## src/sfts_pkg.sv

```systemverilog
// shared constants and types of the supply fault timing supervisor
// assumes one 10 MHz free-running timebase feeds every counter
package sfts_pkg;

  // timebase period
  localparam int unsigned CLK_PERIOD_NS = 100;

  // nominal times as specified
  localparam int unsigned OV_DEB_NS     = 6000;          // overvoltage debounce, 6 us
  localparam int unsigned UV12_DEB_NS   = 6000;          // +/-12 V undervoltage debounce, 6 us
  localparam int unsigned UV5_DEB_US    = 450;           // 5 V / 3.3 V / aux undervoltage, 450 us
  localparam int unsigned BLANK_MS      = 64;            // undervoltage blanking, 64 ms
  localparam int unsigned PG_DELAY_MS   = 250;           // power-good delay, 250 ms
  localparam int unsigned PSON_DELAY_US = 2500;          // request-to-fault delay, 2.5 ms
  localparam int unsigned PSON_DEB_MS   = 75;            // request debounce, 75 ms
  localparam int unsigned SS_PERIOD_US  = 8000;          // soft-start ramp, 8 ms
  localparam int unsigned RETRY_MS      = 1000;          // bounce-mode restart wait, 1 s

  // soft-start staircase: 2.5 V in roughly 39 mV steps
  localparam int unsigned SS_STEPS      = 64;
  localparam int unsigned SS_W          = 7;
  localparam logic [SS_W-1:0] SS_CODE_RST = 7'h00;
  localparam logic [SS_W-1:0] SS_CODE_TOP = 7'h40;

  // derived cycle counts; the two 6 us debounce figures rounded up, the rest truncated
  localparam int unsigned OV_DEB_CYC     = (OV_DEB_NS + CLK_PERIOD_NS - 1) / CLK_PERIOD_NS;
  localparam int unsigned UV12_DEB_CYC   = (UV12_DEB_NS + CLK_PERIOD_NS - 1) / CLK_PERIOD_NS;
  localparam int unsigned UV5_DEB_CYC    = UV5_DEB_US * 1000 / CLK_PERIOD_NS;
  localparam int unsigned BLANK_CYC      = BLANK_MS * 1000000 / CLK_PERIOD_NS;
  localparam int unsigned PG_DELAY_CYC   = PG_DELAY_MS * 1000000 / CLK_PERIOD_NS;
  localparam int unsigned PSON_DELAY_CYC = PSON_DELAY_US * 1000 / CLK_PERIOD_NS;
  localparam int unsigned PSON_DEB_CYC   = PSON_DEB_MS * 1000000 / CLK_PERIOD_NS;
  localparam int unsigned SS_STEP_CYC    = SS_PERIOD_US * 1000 / CLK_PERIOD_NS / SS_STEPS;
  localparam int unsigned RETRY_CYC      = RETRY_MS * 1000000 / CLK_PERIOD_NS;

  // reset values of the outputs
  localparam logic MAIN_FAULT_RST = 1'b1;  // converter held off
  localparam logic AUX_FAULT_RST  = 1'b0;
  localparam logic PG_RST         = 1'b0;
  localparam logic REQ_RST        = 1'b1;  // request taken as "off" until debounced

  // comparator results, high means the condition is present
  typedef struct packed {
    logic ov_main;   // any main rail overvoltage
    logic uv_12;     // +12 V or -12 V undervoltage
    logic uv_5v3;    // +5 V or 3.3 V undervoltage
    logic aux_ov;    // auxiliary rail overvoltage
    logic aux_uv;    // auxiliary rail undervoltage
  } sfts_cmp_t;

  // main converter control states
  typedef enum logic [2:0] {
    SFTS_OFF   = 3'b000,
    SFTS_START = 3'b001,
    SFTS_RUN   = 3'b010,
    SFTS_FAULT = 3'b011,
    SFTS_RETRY = 3'b100
  } sfts_state_t;

endpackage

```

## src/sfts_persist.sv

```systemverilog
// persistence filter: output follows the input once it has held for CYCLES
// assumes inputs synchronous to ref_clk; clr is a synchronous restart
`timescale 1ns/1ps
`default_nettype none
module sfts_persist #(
  parameter int unsigned CYCLES    = 60,
  parameter bit          BOTH_WAYS = 1'b1,  // 0: a fall passes at once
  parameter bit          RST_VAL   = 1'b0
) (
  // clock and reset
  input  wire logic ref_clk,
  input  wire logic resetn,
  input  wire logic clk_en,
  // control
  input  wire logic clr,
  // level
  input  wire logic level_in,
  output logic      level_out
);
  localparam int unsigned CW = $clog2(CYCLES + 1);

  if (CYCLES < 1) begin : g_bad_cycles
    $error("sfts_persist needs CYCLES of at least one");
  end

  logic [CW-1:0] cnt_r, cnt_nxt;   // cycles the input has differed
  logic          lvl_r, lvl_nxt;   // accepted level

  // next state: count while input disagrees, accept on the last cycle
  always_comb begin
    cnt_nxt = cnt_r;
    lvl_nxt = lvl_r;
    if (clr) begin
      cnt_nxt = '0;
      lvl_nxt = RST_VAL;
    end else if (level_in == lvl_r) begin
      cnt_nxt = '0;  // a glitch restarts the count
    end else if (!BOTH_WAYS && !level_in) begin
      cnt_nxt = '0;
      lvl_nxt = 1'b0;
    end else if (cnt_r == CW'(CYCLES - 1)) begin
      cnt_nxt = '0;
      lvl_nxt = level_in;
    end else begin
      cnt_nxt = cnt_r + CW'(1);
    end
  end

  // registers only
  always_ff @(posedge ref_clk or negedge resetn) begin
    if (!resetn) begin
      cnt_r <= '0;
      lvl_r <= RST_VAL;
    end else if (clk_en) begin
      cnt_r <= cnt_nxt;
      lvl_r <= lvl_nxt;
    end
  end

  assign level_out = lvl_r;
endmodule
`default_nettype wire

```

## src/sfts_top.sv

```systemverilog
// supply fault timing supervisor: debounce, blanking, delays and soft start
// assumes comparator results and pins already synchronous to ref_clk
// How it works
// - main overvoltage debounced 6 us before main fault
// - main undervoltage debounced 6 us or 450 us
// - aux overvoltage debounced 6 us before aux fault
// - aux undervoltage debounced 450 us before aux fault
// - aux undervoltage ignored 64 ms after start-up
// - main undervoltage ignored 64 ms after mains sense
// - power good rises 250 ms after rails good in the run state
// - main fault follows accepted request after 2.5 ms
// - request change accepted after holding 75 ms
// - reference ramps in 64 steps over 8 ms
// - request high keeps main fault released high
// - aux fault latches high on aux overvoltage or unblanked aux undervoltage
// - undervoltage either latches or retries after 1 s
`timescale 1ns/1ps
`default_nettype none
module sfts_top
  import sfts_pkg::*;
#(
  parameter int unsigned UV5_DEB   = sfts_pkg::UV5_DEB_CYC,
  parameter int unsigned BLANK     = sfts_pkg::BLANK_CYC,
  parameter int unsigned PG_DELAY  = sfts_pkg::PG_DELAY_CYC,
  parameter int unsigned PSON_DLY  = sfts_pkg::PSON_DELAY_CYC,
  parameter int unsigned PSON_DEB  = sfts_pkg::PSON_DEB_CYC,
  parameter int unsigned SS_STEP   = sfts_pkg::SS_STEP_CYC,
  parameter int unsigned RETRY     = sfts_pkg::RETRY_CYC
) (
  // clock and reset
  input  wire logic                  ref_clk,
  input  wire logic                  resetn,
  input  wire logic                  clk_en,
  // supply and mode
  input  wire logic                  supply_ok_in,     // supply above start-up threshold
  input  wire logic                  bounce_mode_in,   // 1: retry, 0: latch
  // sensing
  input  wire sfts_pkg::sfts_cmp_t   cmp_in,
  input  wire logic                  mains_sense_in,
  // host
  input  wire logic                  supply_on_request, // low asks for power
  output logic                       power_good_out,
  // converter controls
  output logic                       main_fault_out,
  output logic                       aux_fault_out,
  output logic [sfts_pkg::SS_W-1:0]  soft_start_code
);
  import sfts_pkg::*;

  localparam int unsigned SSW = $clog2(SS_STEP + 1);
  localparam int unsigned RTW = $clog2(RETRY + 1);

  if (RETRY < 1 || SS_STEP < 1) begin : g_bad_cfg
    $error("sfts_top needs non-zero retry and step counts");
  end

  // every timer restarts while the supply sits below threshold
  logic clr;
  assign clr = !supply_ok_in;

  // debounced comparator results
  logic ov_main_d, uv12_d, uv5_d, aux_ov_d, aux_uv_d;
  // blanking and delay results
  logic aux_uv_live, main_uv_live, req_deb, req_off_dly, rails_good_dly;
  logic rails_good;  // raw main undervoltage comparators all good
  // declared early: the power-good filter below qualifies on the run state
  sfts_state_t state_r, state_nxt;  // main converter control state

  // main overvoltage filter
  sfts_persist #(.CYCLES(OV_DEB_CYC), .BOTH_WAYS(1'b0), .RST_VAL(1'b0)) u_ov_main (
    .ref_clk(ref_clk), .resetn(resetn), .clk_en(clk_en), .clr(clr),
    .level_in(cmp_in.ov_main), .level_out(ov_main_d));
  // +/-12 V undervoltage filter
  sfts_persist #(.CYCLES(UV12_DEB_CYC), .BOTH_WAYS(1'b0), .RST_VAL(1'b0)) u_uv12 (
    .ref_clk(ref_clk), .resetn(resetn), .clk_en(clk_en), .clr(clr),
    .level_in(cmp_in.uv_12), .level_out(uv12_d));
  // 5 V and 3.3 V undervoltage filter
  sfts_persist #(.CYCLES(UV5_DEB), .BOTH_WAYS(1'b0), .RST_VAL(1'b0)) u_uv5 (
    .ref_clk(ref_clk), .resetn(resetn), .clk_en(clk_en), .clr(clr),
    .level_in(cmp_in.uv_5v3), .level_out(uv5_d));
  // auxiliary overvoltage filter
  sfts_persist #(.CYCLES(OV_DEB_CYC), .BOTH_WAYS(1'b0), .RST_VAL(1'b0)) u_aux_ov (
    .ref_clk(ref_clk), .resetn(resetn), .clk_en(clk_en), .clr(clr),
    .level_in(cmp_in.aux_ov), .level_out(aux_ov_d));
  // auxiliary undervoltage filter
  sfts_persist #(.CYCLES(UV5_DEB), .BOTH_WAYS(1'b0), .RST_VAL(1'b0)) u_aux_uv (
    .ref_clk(ref_clk), .resetn(resetn), .clk_en(clk_en), .clr(clr),
    .level_in(cmp_in.aux_uv), .level_out(aux_uv_d));

  // aux blanking runs once from the supply reaching its threshold
  sfts_persist #(.CYCLES(BLANK), .BOTH_WAYS(1'b0), .RST_VAL(1'b0)) u_aux_blank (
    .ref_clk(ref_clk), .resetn(resetn), .clk_en(clk_en), .clr(clr),
    .level_in(1'b1), .level_out(aux_uv_live));
  // main blanking restarts whenever mains sense drops
  sfts_persist #(.CYCLES(BLANK), .BOTH_WAYS(1'b0), .RST_VAL(1'b0)) u_main_blank (
    .ref_clk(ref_clk), .resetn(resetn), .clk_en(clk_en), .clr(clr),
    .level_in(mains_sense_in), .level_out(main_uv_live));

  // request debounce, both edges must hold
  sfts_persist #(.CYCLES(PSON_DEB), .BOTH_WAYS(1'b1), .RST_VAL(REQ_RST)) u_req_deb (
    .ref_clk(ref_clk), .resetn(resetn), .clk_en(clk_en), .clr(clr),
    .level_in(supply_on_request), .level_out(req_deb));
  // accepted request reaches the main converter after a fixed delay
  sfts_persist #(.CYCLES(PSON_DLY), .BOTH_WAYS(1'b1), .RST_VAL(REQ_RST)) u_req_dly (
    .ref_clk(ref_clk), .resetn(resetn), .clk_en(clk_en), .clr(clr),
    .level_in(req_deb), .level_out(req_off_dly));

  // power-good delay; any main undervoltage drops it at once
  assign rails_good = !cmp_in.uv_12 && !cmp_in.uv_5v3;
  sfts_persist #(.CYCLES(PG_DELAY), .BOTH_WAYS(1'b0), .RST_VAL(1'b0)) u_pg_dly (
    .ref_clk(ref_clk), .resetn(resetn), .clk_en(clk_en), .clr(clr),
    .level_in(rails_good && state_r == SFTS_RUN), .level_out(rails_good_dly));

  // soft start, retry wait and outputs
  logic [SS_W-1:0] ss_r, ss_nxt;          // soft-start reference code
  logic [SSW-1:0]  step_r, step_nxt;      // cycles within one step
  logic [RTW-1:0]  retry_r, retry_nxt;    // bounce-mode wait
  logic            mf_r, mf_nxt;
  logic            af_r, af_nxt;
  logic            pg_r, pg_nxt;
  logic            main_trip;             // debounced main fault condition

  // undervoltage only counts once its blanking has ended
  assign main_trip = ov_main_d || (main_uv_live && (uv12_d || uv5_d));

  // next state of the main converter control
  always_comb begin
    state_nxt = state_r;
    ss_nxt    = ss_r;
    step_nxt  = step_r;
    retry_nxt = retry_r;
    case (state_r)
      // held off until the delayed request goes low
      SFTS_OFF: begin
        ss_nxt   = SS_CODE_RST;
        step_nxt = '0;
        if (!req_off_dly) begin
          state_nxt = SFTS_START;
        end
      end
      // staircase ramp of the reference
      SFTS_START, SFTS_RUN: begin
        if (req_off_dly) begin
          state_nxt = SFTS_OFF;
        end else if (main_trip) begin
          state_nxt = SFTS_FAULT;
        end else if (ss_r == SS_CODE_TOP) begin
          state_nxt = SFTS_RUN;
        end else if (step_r == SSW'(SS_STEP - 1)) begin
          step_nxt = '0;
          ss_nxt   = ss_r + SS_W'(1);
        end else begin
          step_nxt = step_r + SSW'(1);
        end
      end
      // latched unless bounce mode is selected
      SFTS_FAULT: begin
        ss_nxt    = SS_CODE_RST;
        step_nxt  = '0;
        retry_nxt = '0;
        if (bounce_mode_in && !ov_main_d) begin
          state_nxt = SFTS_RETRY;
        end
      end
      // wait before trying the converter again
      SFTS_RETRY: begin
        if (req_off_dly) begin
          state_nxt = SFTS_OFF;
        end else if (retry_r == RTW'(RETRY - 1)) begin
          state_nxt = SFTS_START;
        end else begin
          retry_nxt = retry_r + RTW'(1);
        end
      end
      default: begin
        state_nxt = SFTS_OFF;
      end
    endcase
  end

  // next values of the three fault and good outputs
  always_comb begin
    // request high or any fault state: released high, converter off
    mf_nxt = (state_nxt == SFTS_OFF) || (state_nxt == SFTS_FAULT) ||
             (state_nxt == SFTS_RETRY);
    // aux fault holds once set; cleared only by a restart
    af_nxt = af_r || aux_ov_d || (aux_uv_live && aux_uv_d);
    if (aux_ov_d) begin
      af_nxt = 1'b1;
    end
    // good only while running, delayed, and nothing is faulted
    pg_nxt = rails_good_dly && (state_nxt == SFTS_RUN) && !af_nxt &&
             !main_trip;
  end

  // registers only; below threshold everything returns to reset values
  always_ff @(posedge ref_clk or negedge resetn) begin
    if (!resetn) begin
      state_r <= SFTS_OFF;
      ss_r    <= SS_CODE_RST;
      step_r  <= '0;
      retry_r <= '0;
      mf_r    <= MAIN_FAULT_RST;
      af_r    <= AUX_FAULT_RST;
      pg_r    <= PG_RST;
    end else if (clk_en) begin
      if (clr) begin
        state_r <= SFTS_OFF;
        ss_r    <= SS_CODE_RST;
        step_r  <= '0;
        retry_r <= '0;
        mf_r    <= MAIN_FAULT_RST;
        af_r    <= AUX_FAULT_RST;
        pg_r    <= PG_RST;
      end else begin
        state_r <= state_nxt;
        ss_r    <= ss_nxt;
        step_r  <= step_nxt;
        retry_r <= retry_nxt;
        mf_r    <= mf_nxt;
        af_r    <= af_nxt;
        pg_r    <= pg_nxt;
      end
    end
  end

  // outputs straight from flip-flops
  assign main_fault_out  = mf_r;
  assign aux_fault_out   = af_r;
  assign power_good_out  = pg_r;
  assign soft_start_code = ss_r;
endmodule
`default_nettype wire

```

## config.mk

```make
export PLATFORM = sky130hd
export DESIGN_NAME = sfts_top
export DESIGN_NICKNAME = d
export VERILOG_FILES = /design/src/sfts_pkg.sv /design/src/sfts_persist.sv /design/src/sfts_top.sv
export SDC_FILE = /design/constraint.sdc
export NUM_CORES = 1
export LEC_CHECK = 0
export BUFFER_PORTS_ARGS = -buffer_cell sky130_fd_sc_hd__buf_4
export CELL_PAD_IN_SITES_DETAIL_PLACEMENT = 0
export CELL_PAD_IN_SITES_GLOBAL_PLACEMENT = 1
export CORE_ASPECT_RATIO = 1.2
export CORE_MARGIN = 8
export CORE_UTILIZATION = 44
export DETAILED_ROUTE_END_ITERATION = 10
export GPL_ROUTABILITY_DRIVEN = 0
export GPL_TIMING_DRIVEN = 0
export HOLD_SLACK_MARGIN = 0.05
export PLACE_DENSITY = 0.84
export REMOVE_ABC_BUFFERS = 1
export SLEW_MARGIN = 20
export SYNTH_ARGS = -nofsm -noshare
export SYNTH_HDL_FRONTEND = slang
export SYNTH_SLANG_ARGS = --single-unit
export TNS_END_PERCENT = 20
```

## constraint.sdc

```tcl
create_clock -name ref_clk -period 2.24 [get_ports ref_clk]
set_input_delay 0.224 -clock ref_clk [delete_from_list [all_inputs] [get_ports ref_clk]]
set_output_delay 0.224 -clock ref_clk [all_outputs]
set_load 0.05 [all_outputs]
```

==> results by group <==
Status
  – Outcome: finished, final reports clean

Power and ir drop
  – Internal: 0.00558 W
  – Total power: 0.00752 W
  – Seq pwr share: between 40% and 50%
  – Clk pwr share: approximately two fifths
  – P per Cell Area: 603 nW/µm²
  – Worst VDD drop: 0.443 mV
  – Sw Ratio: 25.7%
  – Combinational power share: approximately 8.4%
  – Static leakage: 5.37 nW
  – Net Sw Power: 0.00194 W

Floorplan
  – Initial core utilization: between 40% and 50%
  – Area of the core: between 20000 and 25000 µm²
  – Row cnt: 63
  – Die Wd: around 160 µm
  – Die height: approximately 190 µm
  – IO Count: 22
  – Die area: 30400 µm²

STA
  – Fin. Hold Viols: 0
  – Worst rel slew slack: 42.8%
  – Pin slew with the least headroom to its limit: 0.850 ns
  – Max Slew Vio Count: 0
  – Fin crit period: 2.19 ns
  – Skew final: 0.0129 ns
  – RSZ-0062 raised after global routing: true
  – Final setup fails: 0
  – Crit share post-route: 97.7%
  – FMAX: approximately 460 MHz

Drt
  – WL final: about 24 mm
  – DRC Markers: 0
  – Iteration-0 DRC Markers: 680
  – Total vias in the final route: 8942
  – First drt pass iteration count: 5
  – Post-DR wirelength/cell: 15.6 µm
  – ANT nets after route: 0
  – Vias per cell: approximately 5.8

Critical path
  – CP required: 2.58 ns
  – Worst-path fanout max: 11
  – Cell Chain, Critical Path: or4b_4 > nor4_4 > buf_4 > nor2_1 > a21o_1 > a22o_1
  – CP Capture Type: flop
  – Critical Path Max Stage Delay: 0.56 ns
  – CP arrival: 2.53 ns
  – Worst path slowest cell: or4b_4
  – Startpoint types: flop
  – Critical path type: flop to flop

Synth
  – Cell count after synthesis: between 1000 and 1500
  – Mapped Area: 11000 µm²
  – Area leader, netlist: dfrtp_1
  – Top cells by area, synth: dfrtp_1 (45%), nor2_1 (4.1%), nand2_1 (3.7%), xor2_1 (3.6%), nand3_1 (3.4%)
  – Mean Syn Cell Area: 9.22 µm²
  – Ys async rst share: 100%
  – Register area share after synthesis: 45.3%
  – Post-synth EDFFs: 0
  – Share of the synthesized area in the top cell type: 44.5%
  – Most common cell in the netlist: dfrtp_1
  – Distinct cells, synth: between 80 and 90
  – Top cells by count, synth: dfrtp_1 (196), nor2_1 (121), nand2_1 (109), nand3_1 (74), o21ai_0 (65)
  – Flop and latch count out of synthesis: 199
  – Yosys warns: 0
  – Primary FF master, synth: dfrtp_1

Final layout
  – Final net count: 1235
  – N_diodes: 0
  – Layout cells sized above 1: 10.6%
  – Post-layout util: 50.6%
  – Synth-to-Final Area Change: 13.3%

Placement
  – Buffers added on ports: 21
  – DP Wirelength: 15.5 mm

Global routing
  – Largest net degree at the start of global routing: 118
  – Met2 Use GR: 27.0%
  – First-pass GRT wire length: 42.2 mm
  – Met3 usage: under 10%
  – Initial antenna violation count: 0
  – Global-route usage over all layers: 16.2%
  – Grt total ovfl: 0
  – Met1 GRT Util: 21.2%
  – GRT busiest layer: met2
  – Vias in the first global route: 8759

Clock network
  – Worst-path clk slew: 0.08 ns
  – CTS root buffer: clkbuf_16
  – CTS HTree Levels: 4
  – Clock Sinks: 199
  – CTS tree: built
  – CTS max path bufs: 2
  – Inserted Clock Buffers: 17
  – Skew-Pair Late Insertion Delay: 0.45 ns

Hold path
  – Worst Hold Class: input pin to flop

Flow run
  – Max-cap viol count: 0
timing repair:
| item | 4_1_cts | 5_1_grt |
|---|---|---|
| cloned | 0 | 1 |
| hold buffers | 2 | 1 |
| setup buffers | 4 | 9 |
| endpoints found under the hold margin | 47 | 1 |
| gates resized for setup | 16 | 25 |
| endpoints found under the setup margin | 91 | 102 |
| pin swaps | 5 | 5 |
cells by family (layout without fill, tap and decap cells):
group / Yosys count / in the layout / synth area share [%]
AO/OA/AOI/OAI: 269 / 270 / 16.6
XOR/XNOR: 62 / 62 / 4.93
adder cells (fa/ha/maj): 15 / 15 / 1.70
buffers and inverters: 70 / 96 / 2.69
flip-flops: 199 / 199 / 45.3
multiplexers: 21 / 21 / 1.94
AND/OR/NAND/NOR: 558 / 558 / 26.8
per-stage QoR:
| step | worst slack, ns | TNS, ns | hold WS, ns | area, µm² | std cells |
|---|---|---|---|---|---|
| detailed placement | -0.716 | -35.35 | 0.168 | 11500 | 1497 |
| global placement | -3.50 | -399.59 | 0.472 | 11400 | 1492 |
| finish | 0.0526 | 0 | 0.0685 | 12500 | 1546 |
| CTS | -0.151 | -1.52 | 0.0514 | 12300 | 1535 |
| global route | -0.0616 | -0.222 | 0.0844 | 12500 | 1546 |
| floorplan | -1.04 | -28.65 | -0.0716 | 10800 | 1146 |
area by class of cell:
cell class                 instances  area [µm²]
clock inverter                    14         163
sequential                       199        4990
tap                              325         407
inverter                          22        83.8
fill                            2256       12200
clock buffer                      18         439
timing repair buffer              42         403
multi-input combinational        926        5990
worst max-delay path: cells and delay by family (launching register included):
family | cells | cell delay [ns]
AOI/OAI and AO/OA | 2 | 0.40
buffers and inverters | 1 | 0.25
DFF | 1 | 0.45
and+or+nand+nor | 3 | 0.99
registers in the layout, summed over array words and instances, names as in the netlist, 3 cells and up:
signal / flops
retry_r: 24
u_uv5.cnt_r: 13
u_aux_uv.cnt_r: 13
step_r: 11
u_pg_dly.cnt_r: 22
u_ov_main.cnt_r: 6
u_req_deb.cnt_r: 20
u_aux_blank.cnt_r: 20
state_r: 3
u_req_dly.cnt_r: 15
u_main_blank.cnt_r: 20
u_uv12.cnt_r: 6
soft_start_code: 7
u_aux_ov.cnt_r: 6
layout by cell type (no fill, tap or decap), types with 5 or more instances in the layout:
| cell type | instances |
|---|---|
| dfrtp_1 | 192 |
| nor2_1 | 121 |
| nand2_1 | 109 |
| nand3_1 | 74 |
| o21ai_0 | 65 |
| and3_1 | 46 |
| xor2_1 | 45 |
| a21oi_1 | 33 |
| buf_4 | 32 |
| nand4_1 | 30 |
| nor3_1 | 30 |
| a22o_1 | 28 |
| o21ai_1 | 22 |
| inv_1 | 21 |
| nand2b_1 | 21 |
| a21o_1 | 20 |
| o2bb2ai_1 | 19 |
| nor2b_1 | 18 |
| mux2i_1 | 18 |
| xnor2_1 | 17 |
| clkbuf_16 | 17 |
| ha_1 | 15 |
| nor4_1 | 12 |
| nor3b_1 | 11 |
| o31ai_1 | 9 |
| a211oi_1 | 9 |
| or2_2 | 8 |
| or4_1 | 8 |
| and2_1 | 8 |
| o2111ai_1 | 7 |
| o211ai_1 | 7 |
| o22ai_1 | 7 |
| and4_1 | 6 |
| nor4_2 | 6 |
| nand4b_1 | 5 |
| nand3b_1 | 5 |
| a31oi_1 | 5 |
| inv_6 | 5 |
routing by layer:
| layer | vias up | share of wire [%] | wire length (µm) |
|---|---|---|---|
| met3 | 31 | 2.8 | 669 |
| met1 | 4381 | 48 | 11600 |
| met5 | - | 0 | 0 |
| li1 | 4419 | - | - |
| met2 | 111 | 48 | 11500 |
| met4 | 0 | 1.5 | 352 |
final timing paths:
kind	from	to	slack, ns	cells after the start
worst max-delay path	u_req_dly.cnt_r[9]	u_req_dly.cnt_r[3]	0.05	6
worst min-delay path	cmp_in[4]	u_ov_main.level_out	0.07	3
worst max register to register	u_req_dly.cnt_r[9]	u_req_dly.cnt_r[3]	0.05	6
worst min register to register	u_req_dly.cnt_r[11]	u_req_dly.cnt_r[11]	0.49	1
max in group asynchronous	resetn	u_req_dly.level_out	1.16	3
min in group asynchronous	resetn	step_r[9]	0.29	2
power by group through the flow:
| stage | clock (W) | sequential, W | combinational, W |
|---|---|---|---|
| floorplan | 0 | 0.00380 | 0.000331 |
| global placement | 0 | 0.00379 | 0.000576 |
| detailed placement | 0 | 0.00380 | 0.000605 |
| CTS | 0.00325 | 0.00373 | 0.000629 |
| global route | 0.00339 | 0.00374 | 0.000720 |
| finish | 0.00316 | 0.00373 | 0.000635 |
(Power assumes the default switching activity.)
